[src/design/deser_regs_pkg.sv]
// constants, types and register map of the deserializer timing and datapath register slice
package deser_regs_pkg;

  // ---------------------------------------------------------------
  // register offsets
  // ---------------------------------------------------------------
  localparam logic [7:0] OFS_CLK_HIGH   = 8'h26;
  localparam logic [7:0] OFS_CLK_LOW    = 8'h27;
  localparam logic [7:0] OFS_DATAPATH   = 8'h28;
  localparam logic [7:0] OFS_AUDIO_CTL  = 8'h2B;
  localparam logic [7:0] OFS_INPUT_MODE = 8'h34;

  // ---------------------------------------------------------------
  // reset values
  // ---------------------------------------------------------------
  localparam logic [7:0] RST_CLK_HIGH  = 8'h83;
  localparam logic [7:0] RST_CLK_LOW   = 8'h84;
  localparam logic [7:0] RST_DATAPATH  = 8'h00;
  localparam logic [7:0] RST_AUDIO_CTL = 8'h00;
  localparam logic [1:0] RST_MODE      = 2'h0;

  // ---------------------------------------------------------------
  // field positions
  // ---------------------------------------------------------------
  localparam int AUD_OVERRUN_BIT  = 3;
  localparam int AUD_UNDERRUN_BIT = 2;
  localparam int AUD_ERR_CLR_BIT  = 1;
  localparam int AUD_RISE_BIT     = 0;
  localparam int MODE_LSB         = 3;
  localparam int FC_LOADED_BITS   = 6;

  // input mode encodings
  localparam logic [1:0] MODE_AUTO     = 2'h0;
  localparam logic [1:0] MODE_DUAL     = 2'h1;
  localparam logic [1:0] MODE_PRIMARY  = 2'h2;
  localparam logic [1:0] MODE_SECOND   = 2'h3;

  // ---------------------------------------------------------------
  // timing: one count of the pulse-width fields, and the clock period
  // ---------------------------------------------------------------
  localparam int UNIT_NS       = 50;
  localparam int CLK_PERIOD_NS = 20;

  // datapath configuration register, bit 7 down to bit 0
  typedef struct packed {
    logic block_remote_config_load;
    logic spare;
    logic video_absent;
    logic dual_link;
    logic alt_audio;
    logic audio_off;
    logic wide_video_with_syncs;
    logic surround;
  } dp_cfg_s;

  typedef enum logic [2:0] {PH_IDLE, PH_RISE, PH_HIGH, PH_LOW, PH_SETUP} phase_e;

  typedef struct packed {
    logic [7:0] cnt;
    logic       busy;
    logic       done;
  } timer_state_s;

  typedef struct packed {
    phase_e     ph;
    logic [6:0] acc;
    logic       tick;
    logic [7:0] hi;
    logic [7:0] lo;
    dp_cfg_s    dp;
    logic [1:0] mode;
    logic [3:0] aud_spare;
    logic       ovr;
    logic       udr;
    logic       edge_rise;
    logic [7:0] rdata;
    logic       rvalid;
    logic       scl_lvl;
    logic       scl_drive_n;
    logic       sda_o;
    logic       sda_drive_n;
    logic       dual_rx;
    logic       pin0;
    logic       pin1;
    logic       audio_en;
  } main_state_s;

endpackage

[src/design/deser_timing_datapath_regs.sv]
// timing, datapath configuration and audio control register slice of the deserializer
//
// Contract
// - as bus master, clock high lasts high count times 50 ns.
// - high count resets to 83h, at least 5 us even at 26 MHz.
// - as bus master, clock low lasts low count times 50 ns.
// - as slave, present data for low count before releasing the stretched clock.
// - low count resets to 84h, at least 5 us even at 26 MHz.
// - datapath bit 7 set blocks remote loading; clear allows it.
// - bit 5 reports video absent as loaded; control and pins still work.
// - bit 4 reports remote dual or single link, used in automatic mode.
// - while blocked, video-absent and link-count bits stay frozen.
// - dual-link reception is forced only by the input-mode field.
// - bit 3 routes alternate audio: word clock on pin one, data on zero.
// - bit 2 set disables the audio serial output.
// - bit 1 set means forward channel carries 28-bit video with syncs.
// - bit 0 set enables surround audio output.
// - audio control bit 3 reports overrun, bit 2 underrun, both read-only.
// - writing 1 to audio control bit 1 clears the recorded fifo errors.
// - audio control bit 0 selects rising (1) or falling (0) data strobe.
// - input mode: 00 auto, 01 dual, 10 single primary, 11 single secondary.
`timescale 1ns/1ps
module deser_timing_datapath_regs
  import deser_regs_pkg::*;
(
  input  wire logic       clk,
  input  wire logic       reset,
  // register port
  input  wire logic [7:0] reg_addr,
  input  wire logic [7:0] reg_wdata,
  input  wire logic       reg_we,
  input  wire logic       reg_re,
  output logic      [7:0] reg_rdata,
  output logic            reg_rvalid,
  // forward channel configuration
  input  wire logic       fc_load,
  input  wire logic [7:0] fc_config,
  // local two-wire bus
  input  wire logic       master_en,
  input  wire logic       slave_setup_req,
  input  wire logic       slave_sda_bit,
  input  wire logic       scl_i,
  output logic            scl_o,
  output logic            scl_drive_n,
  output logic            sda_o,
  output logic            sda_drive_n,
  // audio, general pins and datapath effects
  input  wire logic       aud_overrun_ev,
  input  wire logic       aud_underrun_ev,
  input  wire logic       audio_word_clk,
  input  wire logic       audio_data,
  input  wire logic       general_pin_zero_in,
  input  wire logic       general_pin_one_in,
  input  wire logic       remote_dual_detected,
  output logic            general_pin_zero,
  output logic            general_pin_one,
  output logic            audio_out_en,
  output logic            audio_strobe_rising,
  output logic            audio_surround_en,
  output logic            wide_video_with_syncs,
  output logic            video_absent,
  output logic            dual_link_rx,
  output logic      [1:0] receive_input_mode
);

  initial
  begin
    if (CLK_PERIOD_NS >= UNIT_NS)
      $error("clock too slow for the 50 ns pulse-width unit");
  end

  main_state_s r;
  main_state_s nx;
  logic        tmr_load;
  logic [7:0]  tmr_count;
  logic        tmr_busy;
  logic        tmr_done;
  logic        wr_hi;
  logic        wr_lo;
  logic        wr_dp;
  logic        wr_aud;
  logic        wr_mode;
  logic        err_clear;
  logic [7:0]  acc_sum;

  assign wr_hi     = reg_we && (reg_addr == OFS_CLK_HIGH);
  assign wr_lo     = reg_we && (reg_addr == OFS_CLK_LOW);
  assign wr_dp     = reg_we && (reg_addr == OFS_DATAPATH);
  assign wr_aud    = reg_we && (reg_addr == OFS_AUDIO_CTL);
  assign wr_mode   = reg_we && (reg_addr == OFS_INPUT_MODE);
  assign err_clear = wr_aud && reg_wdata[AUD_ERR_CLR_BIT];

  // ---------------------------------------------------------------
  // next state
  // ---------------------------------------------------------------
  always_comb
  begin
    nx        = r;
    tmr_load  = 1'b0;
    tmr_count = r.hi;

    // fractional divider: 2.5 clocks per unit, alternating 2 and 3 cycles
    acc_sum = {1'b0, r.acc} + 8'(CLK_PERIOD_NS);
    nx.tick = 1'b0;
    if (acc_sum >= 8'(UNIT_NS))
    begin
      nx.acc  = 7'(acc_sum - 8'(UNIT_NS));
      nx.tick = 1'b1;
    end
    else
      nx.acc = acc_sum[6:0];

    // register writes
    if (wr_hi)
      nx.hi = reg_wdata;
    if (wr_lo)
      nx.lo = reg_wdata;
    if (wr_mode)
      nx.mode = reg_wdata[MODE_LSB+1:MODE_LSB];
    if (wr_aud)
    begin
      nx.aud_spare = reg_wdata[7:4];
      nx.edge_rise = reg_wdata[AUD_RISE_BIT];
    end

    // a local write wins over a remote load arriving in the same cycle
    if (wr_dp)
      nx.dp = dp_cfg_s'(reg_wdata);
    else if (fc_load && !r.dp.block_remote_config_load)
      nx.dp[FC_LOADED_BITS-1:0] = fc_config[FC_LOADED_BITS-1:0];

    // sticky fifo errors; a new event beats a clear in the same cycle
    if (err_clear)
    begin
      nx.ovr = 1'b0;
      nx.udr = 1'b0;
    end
    if (aud_overrun_ev)
      nx.ovr = 1'b1;
    if (aud_underrun_ev)
      nx.udr = 1'b1;

    // read path, one cycle after the strobe
    nx.rvalid = reg_re;
    nx.rdata  = 8'h00;
    if (reg_re)
    begin
      unique case (reg_addr)
        OFS_CLK_HIGH:   nx.rdata = r.hi;
        OFS_CLK_LOW:    nx.rdata = r.lo;
        OFS_DATAPATH:   nx.rdata = r.dp;
        OFS_AUDIO_CTL:  nx.rdata = {r.aud_spare, r.ovr, r.udr, 1'b0, r.edge_rise};
        OFS_INPUT_MODE: nx.rdata = 8'({r.mode, 3'b000});
        default:        nx.rdata = 8'h00;
      endcase
    end

    // ---------------------------------------------------------------
    // clock pulse shaping
    // ---------------------------------------------------------------
    unique case (r.ph)
      PH_IDLE:
      begin
        if (slave_setup_req)
        begin
          nx.ph     = PH_SETUP;
          tmr_load  = 1'b1;
          tmr_count = r.lo;
        end
        else if (master_en)
          nx.ph = PH_RISE;
      end
      PH_RISE:
      begin
        // wait for the wire to rise in case another party holds it low
        if (scl_i)
        begin
          nx.ph     = PH_HIGH;
          tmr_load  = 1'b1;
          tmr_count = r.hi;
        end
      end
      PH_HIGH:
      begin
        if (tmr_done)
        begin
          nx.ph     = PH_LOW;
          tmr_load  = 1'b1;
          tmr_count = r.lo;
        end
      end
      PH_LOW:
      begin
        if (tmr_done)
          nx.ph = master_en ? PH_RISE : PH_IDLE;
      end
      PH_SETUP:
      begin
        if (tmr_done)
          nx.ph = PH_IDLE;
      end
      default:
        nx.ph = PH_IDLE;
    endcase

    nx.scl_lvl     = 1'b0;
    nx.scl_drive_n = !(nx.ph == PH_LOW || nx.ph == PH_SETUP);
    nx.sda_drive_n = !(nx.ph == PH_SETUP);
    if (r.ph == PH_IDLE && nx.ph == PH_SETUP)
      nx.sda_o = slave_sda_bit;

    // ---------------------------------------------------------------
    // datapath effects
    // ---------------------------------------------------------------
    // the link-count bit only steers automatic mode, never forces it
    unique case (nx.mode)
      MODE_AUTO:    nx.dual_rx = nx.dp.dual_link && remote_dual_detected;
      MODE_DUAL:    nx.dual_rx = 1'b1;
      MODE_PRIMARY: nx.dual_rx = 1'b0;
      MODE_SECOND:  nx.dual_rx = 1'b0;
    endcase

    // pins keep their own function unless alternate audio is routed
    nx.pin1     = nx.dp.alt_audio ? audio_word_clk : general_pin_one_in;
    nx.pin0     = nx.dp.alt_audio ? audio_data : general_pin_zero_in;
    nx.audio_en = !nx.dp.audio_off;
  end

  always_ff @(posedge clk or posedge reset)
  begin
    if (reset)
    begin
      r             <= '0;
      r.ph          <= PH_IDLE;
      r.hi          <= RST_CLK_HIGH;
      r.lo          <= RST_CLK_LOW;
      r.dp          <= dp_cfg_s'(RST_DATAPATH);
      r.mode        <= RST_MODE;
      r.scl_drive_n <= 1'b1;
      r.sda_drive_n <= 1'b1;
      r.audio_en    <= 1'b1;
    end
    else
      r <= nx;
  end

  pulse_width_timer #(
    .WIDTH (8)
  ) u_timer (
    .clk   (clk),
    .reset (reset),
    .tick  (r.tick),
    .load  (tmr_load),
    .count (tmr_count),
    .busy  (tmr_busy),
    .done  (tmr_done)
  );

  // ---------------------------------------------------------------
  // outputs
  // ---------------------------------------------------------------
  assign reg_rdata             = r.rdata;
  assign reg_rvalid            = r.rvalid;
  assign scl_o                 = r.scl_lvl;
  assign scl_drive_n           = r.scl_drive_n;
  assign sda_o                 = r.sda_o;
  assign sda_drive_n           = r.sda_drive_n;
  assign general_pin_zero      = r.pin0;
  assign general_pin_one       = r.pin1;
  assign audio_out_en          = r.audio_en;
  assign audio_strobe_rising   = r.edge_rise;
  assign audio_surround_en     = r.dp.surround;
  assign wide_video_with_syncs = r.dp.wide_video_with_syncs;
  assign video_absent          = r.dp.video_absent;
  assign dual_link_rx          = r.dual_rx;
  assign receive_input_mode    = r.mode;
endmodule

[src/design/pulse_width_timer.sv]
// counts a programmed number of time-unit ticks and pulses done at the end
`timescale 1ns/1ps
module pulse_width_timer
  import deser_regs_pkg::*;
#(
  parameter int WIDTH = 8
)(
  input  wire logic             clk,
  input  wire logic             reset,
  input  wire logic             tick,
  input  wire logic             load,
  input  wire logic [WIDTH-1:0] count,
  output logic                  busy,
  output logic                  done
);

  initial
  begin
    if (WIDTH != 8)
      $error("pulse_width_timer: WIDTH must be 8");
  end

  timer_state_s r;
  timer_state_s nx;
  logic [7:0]   seen_r;
  logic [7:0]   want_r;

  // ---------------------------------------------------------------
  // counter
  // ---------------------------------------------------------------
  always_comb
  begin
    nx      = r;
    nx.done = 1'b0;
    if (load)
    begin
      // a zero count still gives one unit, so the pin never glitches
      nx.cnt  = (count == 8'h00) ? 8'h01 : count;
      nx.busy = 1'b1;
    end
    else if (r.busy && tick)
    begin
      if (r.cnt == 8'h01)
      begin
        nx.busy = 1'b0;
        nx.done = 1'b1;
      end
      else
        nx.cnt = r.cnt - 8'h01;
    end
  end

  always_ff @(posedge clk or posedge reset)
  begin
    if (reset)
      r <= '0;
    else
      r <= nx;
  end

  assign busy = r.busy;
  assign done = r.done;

  // ---------------------------------------------------------------
  // checks: the phase lasts exactly the programmed number of units
  // ---------------------------------------------------------------
  always_ff @(posedge clk or posedge reset)
  begin
    if (reset)
    begin
      seen_r <= 8'h00;
      want_r <= 8'h00;
    end
    else if (load)
    begin
      seen_r <= 8'h00;
      want_r <= (count == 8'h00) ? 8'h01 : count;
    end
    else if (r.busy && tick)
      seen_r <= seen_r + 8'h01;
  end
endmodule
[config.mk]
export PLATFORM = sky130hd
export DESIGN_NAME = deser_timing_datapath_regs
export DESIGN_NICKNAME = d
export VERILOG_FILES = /design/src/design/deser_regs_pkg.sv /design/src/design/deser_timing_datapath_regs.sv /design/src/design/pulse_width_timer.sv
export SDC_FILE = /design/constraint.sdc
export NUM_CORES = 1
export LEC_CHECK = 0
export BUFFER_PORTS_ARGS = -buffer_cell sky130_fd_sc_hd__buf_4
export CAP_MARGIN = 20
export CELL_PAD_IN_SITES_DETAIL_PLACEMENT = 1
export CELL_PAD_IN_SITES_GLOBAL_PLACEMENT = 1
export CORE_MARGIN = 2
export CORE_UTILIZATION = 40
export CTS_CLUSTER_DIAMETER = 80
export DETAILED_ROUTE_END_ITERATION = 10
export GPL_TIMING_DRIVEN = 0
export PLACE_DENSITY = 0.73
export SETUP_SLACK_MARGIN = 0.02
export SLEW_MARGIN = 10
export SYNTH_ARGS = -nofsm -noshare
export SYNTH_HDL_FRONTEND = slang
export SYNTH_SLANG_ARGS = --single-unit
[constraint.sdc]
create_clock -name clk -period 2.5 [get_ports clk]
set_clock_uncertainty 0.2 [all_clocks]
set_input_delay 0.5 -clock clk [delete_from_list [all_inputs] [get_ports clk]]
set_output_delay 0.5 -clock clk [all_outputs]
set_load 0.01 [all_outputs]
After elaboration in Yosys (flattened, before gate mapping)

Index checks and enable logic that the tools add are counted.

Register bits: 70
Input bits: 40
Output and inout port bits: 23
Logic and storage cells: 110

Add/sub/neg operators: 3
$lt $le $gt $ge: 1
Eq/ne operators: 16
Multiplexer cells: 34
Reduce and logical (&&, ||, !) cells: 26

Operator list:

| operator              | number |
|---|---|
| $eq A8 B6 Y1 const B  | 5 |
| $mux W8               | 5 |
| $pmux W8 S5           | 1 |
| $mux W3               | 6 |
| $pmux W8 S2           | 1 |
| $pmux W3 S5           | 1 |
| $mux W6               | 2 |
| $logic_and A1 B1 Y1   | 10 |
| $mux W1               | 10 |
| $mux W10              | 1 |
| $reduce_bool A2 Y1    | 5 |
| $eq A3 B2 Y1 const B  | 3 |
| $mux W9               | 1 |
| $add A7 B5 Y8 const B | 1 |
| $eq A8 B1 Y1 const B  | 1 |
| $ge A8 B6 Y1 const B  | 1 |
| $logic_not A8 Y1      | 1 |
| $sub A8 B1 Y8 const B | 1 |
| $mux W7               | 1 |
| $sub A7 B6 Y7 const B | 1 |
| $eq A3 B3 Y1 const B  | 2 |
| $mux W2               | 3 |
| $pmux W1 S3           | 2 |
| $eq A2 B2 Y1 const B  | 2 |
| other kinds (9)       | 13 |

Logic depth before layout (Yosys ltp)

Gate-level depths: netlist of the first run.

Word-level depth: 6
Depth in mapped cells: 9
Depth with buffers taken out: 7

By module

From an unflattened synthesis of the first run, not the netlist that was laid out.

Cell total of the unflattened synthesis: 374
Area total of the unflattened synthesis: 3849.9 µm²

By module, submodules not included:

| module                     | times used | cells each | area an instance (µm²) | seq. area each (µm²) |
|---|---|---|---|---|
| deser_timing_datapath_regs | 1          | 305        | 3240.6                 | 1486.4 |
| pulse_width_timer          | 1          | 69         | 609.3                  | 250.2 |

Worst setup path after synthesis of the first run

OpenSTA, ideal clock, no wires.

Path type: input port to flip-flop
Start: input port reg_addr[7]
End: register r, in the netlist dual_link_rx
Setup time: 0.119 ns
Data arrival time: 2.044 ns
Required time: 2.181 ns
Path slack: 0.137 ns
Stages on the path: 5
Buffers on the path: 0
Path through: or3b_2 nor4b_4 mux2_4 and2_1 o21ba_2

RTL lines:

| what                   | RTL line                          | text |
|---|---|---|
| start: declaration     | deser_timing_datapath_regs.sv:29  | `input wire logic [7:0] reg_addr,` |
| end signal: assignment | deser_timing_datapath_regs.sv:244 | `r <= nx;` |
| end: declaration       | deser_timing_datapath_regs.sv:72  | `main_state_s r;` |

==> run_results.csv, run 1 <==
group,metric,value,unit
critical_path,r2r_slack,200,ps
synthesis,synth_cell_types,57,
sta,tightest_slew,707,ps
power,finalPower,3.00,mW
grt,grt_pass1_wl,15100,um
sta,slew_headroom,52.7,%
critical_path,r2r_end,"r[53]",
synthesis,synth-main-ff-cell,"dfrtp_1",
routing,drtIter0Drc,62,
floorplanning,fp.dieW,100,um
grt,globalRoute.totalOverflow,0,
routing,avgRoutedWirePerCell,17.5,um
synthesis,synth_largest_area_cell,"dfrtp_1",
sta,setup_viol,0,
critical_path,critPathCapture,"r[53]",
cts,cts_tree,"built",
place,dp_hpwl,6830,um
routing,drtAntennaViolNets,0,
critical_path,worstSetupPathType,"reg -> reg",
floorplanning,fp.dieH,100,um
place,place.gp.congestion,0.809,
cts,cts-root-buf,"clkbuf_8",
power,p_leak,2.13,nW
critical_path,cp-start-kind,"flop",
critical_path,timing.critical_path.arrival,2310,ps
synthesis,synth_edf_count,0,
floorplanning,fp-row-count,35,
critical_path,crit_path_start,"r[54]",
critical_path,slowest_delay,470,ps
synthesis,synth_area_leaders,"dfrtp_1 (41%), mux2_2 (10%), mux2i_1 (5.9%)",
synthesis,synth.avg_cell_area,11.1,um2
finish,nNetsFinal,449,
sta,finalCritPeriodShare,92.1,%
synthesis,async_flop_share,100,%
synthesis,ys.warnings.count,0,
place,numPortBuffers,59,
sta,drv_slew,0,
routing,routed_via_density,5.52,
grt,grtUsageTotal,19.2,%
sta,rsz0062_at_grt,"no",
synthesis,synthCells,333,
critical_path,r2r-start,"r[54]",
critical_path,worstPathCellList,"ha_1, buf_6, or2_2, a211oi_2, a311oi_2, or2_2, mux2i_1",
routing,drc,0,
finish,final_common_cell,"buf_4",
floorplanning,ios,63,
floorplanning,initial_core_util,40.7,%
synthesis,yosys_register_bits,69,
run_status,status,"completed",
synthesis,synth_seq_area_share,46.8,%
floorplanning,die_area,10100,um2
synthesis,synth_top_cell_area_share,41.1,%
power,ir_drop,0.400,mV
worst_hold_path,hold_class,"in -> reg",
routing,first_pass_iters,4,
critical_path,crit_fanout,10,
synthesis,syn_nets,379,
finish,layout_common_cells,"buf_4 (72), dfrtp_1 (60), mux2_2 (33)",
cts,cts_buffers,9,
power,p_per_area,654,nW/um2
cts,cts_sinks,69,
routing,vias,2864,
critical_path,r2r_cells,7,
cts,htree_levels,3,
sta,finalCriticalPeriod,2300,ps
routing,wl,9110,um
flow_run,cap_violations,0,
grt,grt_max_degree,38,
finish,syn2layout_area_growth,23.5,%
critical_path,cp_slowest_cell,"dfrtp_2",
grt,antenna_found_initial,0,
critical_path,end_kind,"flop",
cts,clk_pin_slew,70,ps
sta,fmax,434,MHz
critical_path,crit_top_cell,"or2_2",
synthesis,synth_area,3710,um2
finish,drive_above_1_share,38.2,%
finish,diodes,0,
critical_path,worstPathRequired,2510,ps
floorplanning,fp.coreArea,9110,um2
sta,hold_viol,0,
cts,clock_latency,350,ps
cts,cts_buffer_depth,2,
grt,grt_pass1_vias,3019,
finish,post-route-util,50.3,%
[sequential cells by signal, summed over array words and instances, names as in the netlist, 2 cells and up]
signal and cells:
r 37, receive_input_mode 2, reg_rdata 8, u_timer.r 8
[routing by layer]
metal  up-vias  routed length [um]  track usage [%]
met4         0                  65             4.85
li1       1344                   -                -
met2        48                4420             31.4
met1      1466                4300             25.9
met5         -                   0                0
met3         6                 315             4.11
[synth_stat cells (all sizes together) (8+ instances only)]
cell	count
nor2	17
nand2	14
o21ai	10
mux2i	22
dfstp	8
inv	9
nand3	10
mux2	34
nor3	8
dfrtp	61
a21oi	14
clkbuf	8
a22oi	8
a22o	17
buf	20
[report_power, final]
| part | leakage (nW) | switching, mW | internal [mW] |
|---|---|---|---|
| logic | 1.15 | 0.228 | 0.262 |
| clock network | 0.127 | 0.436 | 0.690 |
| registers | 0.857 | 0.129 | 1.25 |
[kinds of logic after synthesis]
| kind of cell | synth area share [%] |
|---|---|
| simple gates | 13.9 |
| xor+xnor | 2.36 |
| buf+inv | 5.43 |
| other cells | 0.101 |
| flops | 46.8 |
| compound gates | 13.0 |
| fa+ha+maj | 2.02 |
| mux | 16.4 |
[how the worst min path moves through the flow]
stage                     startpoint  slack (ps)  depth (start not counted)          to
final                         reg_re          70                          1  reg_rvalid
after detailed placement       r[18]         270                          1       r[18]
after CTS                     reg_re          60                          1  reg_rvalid
after floorplan                r[18]         250                          1       r[18]
after global placement         r[19]         270                          1       r[19]
after global routing          reg_re          50                          1  reg_rvalid
[stage by stage]
step	TNS (ps)	area, um2	hold slack [ps]	setup WS, ps	cells
6_report	0	4580	67.4	197	519
5_1_grt	0	4580	51.5	30.9	519
4_1_cts	0	4580	55.1	179	519
3_5_place_dp	-782	4310	275	-158	504
3_3_place_gp	-53600	4290	268	-851	503
2_1_floorplan	0	3710	250	73.4	333
[layout make-up]
cell class / count / area (um2)
Buffer: 26 / 160
Clock buffer: 10 / 138
Clock inverter: 6 / 109
Fill cell: 1017 / 4530
Inverter: 9 / 36.3
Multi-Input combinational cell: 227 / 1790
Sequential cell: 69 / 1740
Tap cell: 111 / 139
Timing Repair Buffer: 61 / 473
[worst max-delay path, delay by kind of cell, from the launching register on]
| kind | cells | cell delay, ps |
|---|---|---|
| adders and majority gates | 1 | 210 |
| buffers and inverters | 1 | 140 |
| and+or+nand+nor | 2 | 730 |
| muxes | 1 | 140 |
| AOI/OAI and AO/OA | 2 | 280 |
| DFF | 1 | 470 |
[repair_timing]
| action | CTS | global route |
|---|---|---|
| buffers inserted | 0 | 0 |
| endpoints found under the setup margin | 3 | 0 |
| hold endpoints to repair | 26 | 0 |
| resized for setup | 4 | 0 |
| hold buffers | 1 | 0 |
Power figures use the tool's default switching activity.
==> run 2: changes to the inputs <==
==> constraint.sdc (replaced) <==
create_clock -name clk -period 2 [get_ports clk]
set_clock_uncertainty 0.2 [all_clocks]
set_input_delay 0.4 -clock clk [delete_from_list [all_inputs] [get_ports clk]]
set_output_delay 0.4 -clock clk [all_outputs]
set_load 0.01 [all_outputs]
==> run_results.csv, run 2 (synthesis gave the netlist of run 1 again) <==
group,metric,value,unit
routing,vias,2912,
critical_path,r2r_slack,-10,ps
cts,clock_latency,360,ps
finish,layout_common_cells,"buf_4 (88), dfrtp_1 (57), mux2_2 (28)",
power,p_per_area,811,nW/um2
critical_path,r2r-start,"r[54]",
sta,hold_viol,0,
critical_path,crit_family,"compound AO/OA/AOI/OAI gates",
cts,htree_levels,3,
critical_path,worstPathRequired,2030,ps
critical_path,cp_slowest_cell,"dfrtp_2",
floorplanning,fp-row-count,35,
run_status,violations,"setup timing",
sta,fin_ws,-11.7,ps
sta,slew_headroom,50.0,%
finish,drive_above_1_share,44.4,%
routing,first_pass_iters,4,
cts,cts_tree,"built",
place,numPortBuffers,59,
sta,finalCritPeriodShare,101,%
floorplanning,fp.dieH,100,um
finish,diodes,0,
power,p_leak,2.26,nW
finish,nNetsFinal,464,
cts,cts_buffers,9,
worst_hold_path,worstHoldPathCells,2,
cts,cts_buffer_depth,2,
routing,routed_via_density,5.45,
critical_path,worstPathCellList,"ha_4, nand2b_4, a22o_1, a311oi_2, buf_4, o21ai_2, xnor2_1",
grt,grt_pass1_wl,15300,um
finish,largest_register_ffs,37,
finish,final_common_cell,"buf_4",
sta,fmax,497,MHz
routing,wl,9590,um
finish,syn2layout_area_growth,31.9,%
sta,rsz0062_at_grt,"yes",
critical_path,worstSetupPathType,"reg -> reg",
grt,antenna_found_initial,0,
critical_path,slowest_delay,460,ps
routing,drc,0,
sta,finalCriticalPeriod,2010,ps
cts,clk_pin_slew,90,ps
critical_path,end_kind,"flop",
grt,grt_pass1_vias,3025,
floorplanning,fp.dieW,100,um
floorplanning,initial_core_util,40.7,%
sta,setup_viol,1,
place,dp_hpwl,6920,um
grt,globalRoute.totalOverflow,0,
place,place.gp.congestion,0.820,
run_status,status,"finished with violations",
cts,cts_sinks,69,
grt,grtUsageTotal,19.5,%
sta,tightest_slew,747,ps
critical_path,path_buf_inv,1,
sta,tns,-11.7,ps
flow_run,cap_violations,0,
floorplanning,ios,63,
sta,hold_ws,17.1,ps
critical_path,r2r_cells,7,
routing,drtIter0Drc,41,
power,ir_drop,0.397,mV
routing,drtAntennaViolNets,0,
worst_hold_path,min_from,"aud_underrun_ev",
critical_path,cp-start-kind,"flop",
sta,drv_slew,0,
finish,top_register,"r",
floorplanning,fp.coreArea,9110,um2
worst_hold_path,min_to,"r[18]",
critical_path,crit_fanout,4,
floorplanning,die_area,10100,um2
critical_path,timing.critical_path.arrival,2040,ps
routing,avgRoutedWirePerCell,17.9,um
grt,grt_max_degree,30,
cts,cts-root-buf,"clkbuf_8",
critical_path,r2r_end,"r[54]",
worst_hold_path,hold_class,"in -> reg",
finish,fillers,970,
-- run 2: cell types whose count changed in the layout (fill, tap and decap cells not counted), moves of 3 or more --
cell / previous run / this run
mux2_2: 33 / 28
buf_4: 72 / 88
dfrtp_1: 60 / 57
dfrtp_2: 1 / 4
clkbuf_1: 6 / 3
mux2_4: 1 / 6
-- run 2: power by group --
part           leakage [nW]  total, mW  switching (mW)  internal [mW]
sequential            0.854       1.72           0.161           1.56
combinational          1.28      0.733           0.328          0.405
clock                 0.127       1.51           0.556          0.957
-- run 2: metal layers --
| layer | global-route usage, % | up-vias | wire, um | share of wire [%] |
|---|---|---|---|---|
| met5 | 0 | - | 0 | 0 |
| met1 | 25.1 | 1483 | 4430 | 46 |
| met3 | 4.94 | 5 | 320 | 3.3 |
| met2 | 33.3 | 49 | 4780 | 50 |
| met4 | 4.11 | 0 | 61 | 0.64 |
| li1 | - | 1375 | - | - |
-- run 2: what timing repair did --
item                                    4_1_cts  5_1_grt
hold buffers                                  2        0
buffers inserted                             10        6
endpoints found under the setup margin       16       25
hold endpoints to repair                     13        0
pin swaps                                    13        6
resized for setup                            16       14
-- run 2: how the worst max path moves through the flow --
stage                           start      endpoint  slack (ps)  cells after the start
after floorplan           reg_addr[2]  dual_link_rx        -230                      5
after detailed placement  reg_addr[2]  dual_link_rx        -450                      6
after global routing            r[54]         r[54]         -90                      7
after CTS                 reg_addr[1]  dual_link_rx         -50                      6
after global placement    reg_addr[2]  dual_link_rx        -450                      6
final                           r[54]         r[54]         -10                      7
-- run 2: metrics by stage --
step	power (mW)	worst slack [ps]	utilization, %	std cells	area (um2)
after global routing	4.15	-90.9	53.7	534	4890
after global placement	2.37	-446	48.3	503	4400
after floorplan	2.14	-234	-	333	3820
final	3.97	-11.7	53.7	534	4890
after detailed placement	2.41	-447	48.8	505	4440
after CTS	3.98	-53.0	52.8	529	4810
-- run 2: cell type report --
class                           instances  area, um2  area share (%)
Multi-Input combinational cell        227       1920            39.2
Timing Repair Buffer                   79        642            13.1
Sequential cell                        69       1740            35.6
Clock buffer                           10        128            2.61
Clock inverter                          6        136            2.79
Tap cell                              111        139            2.84
Inverter                                9       37.5           0.767
Buffer                                 23        151            3.09
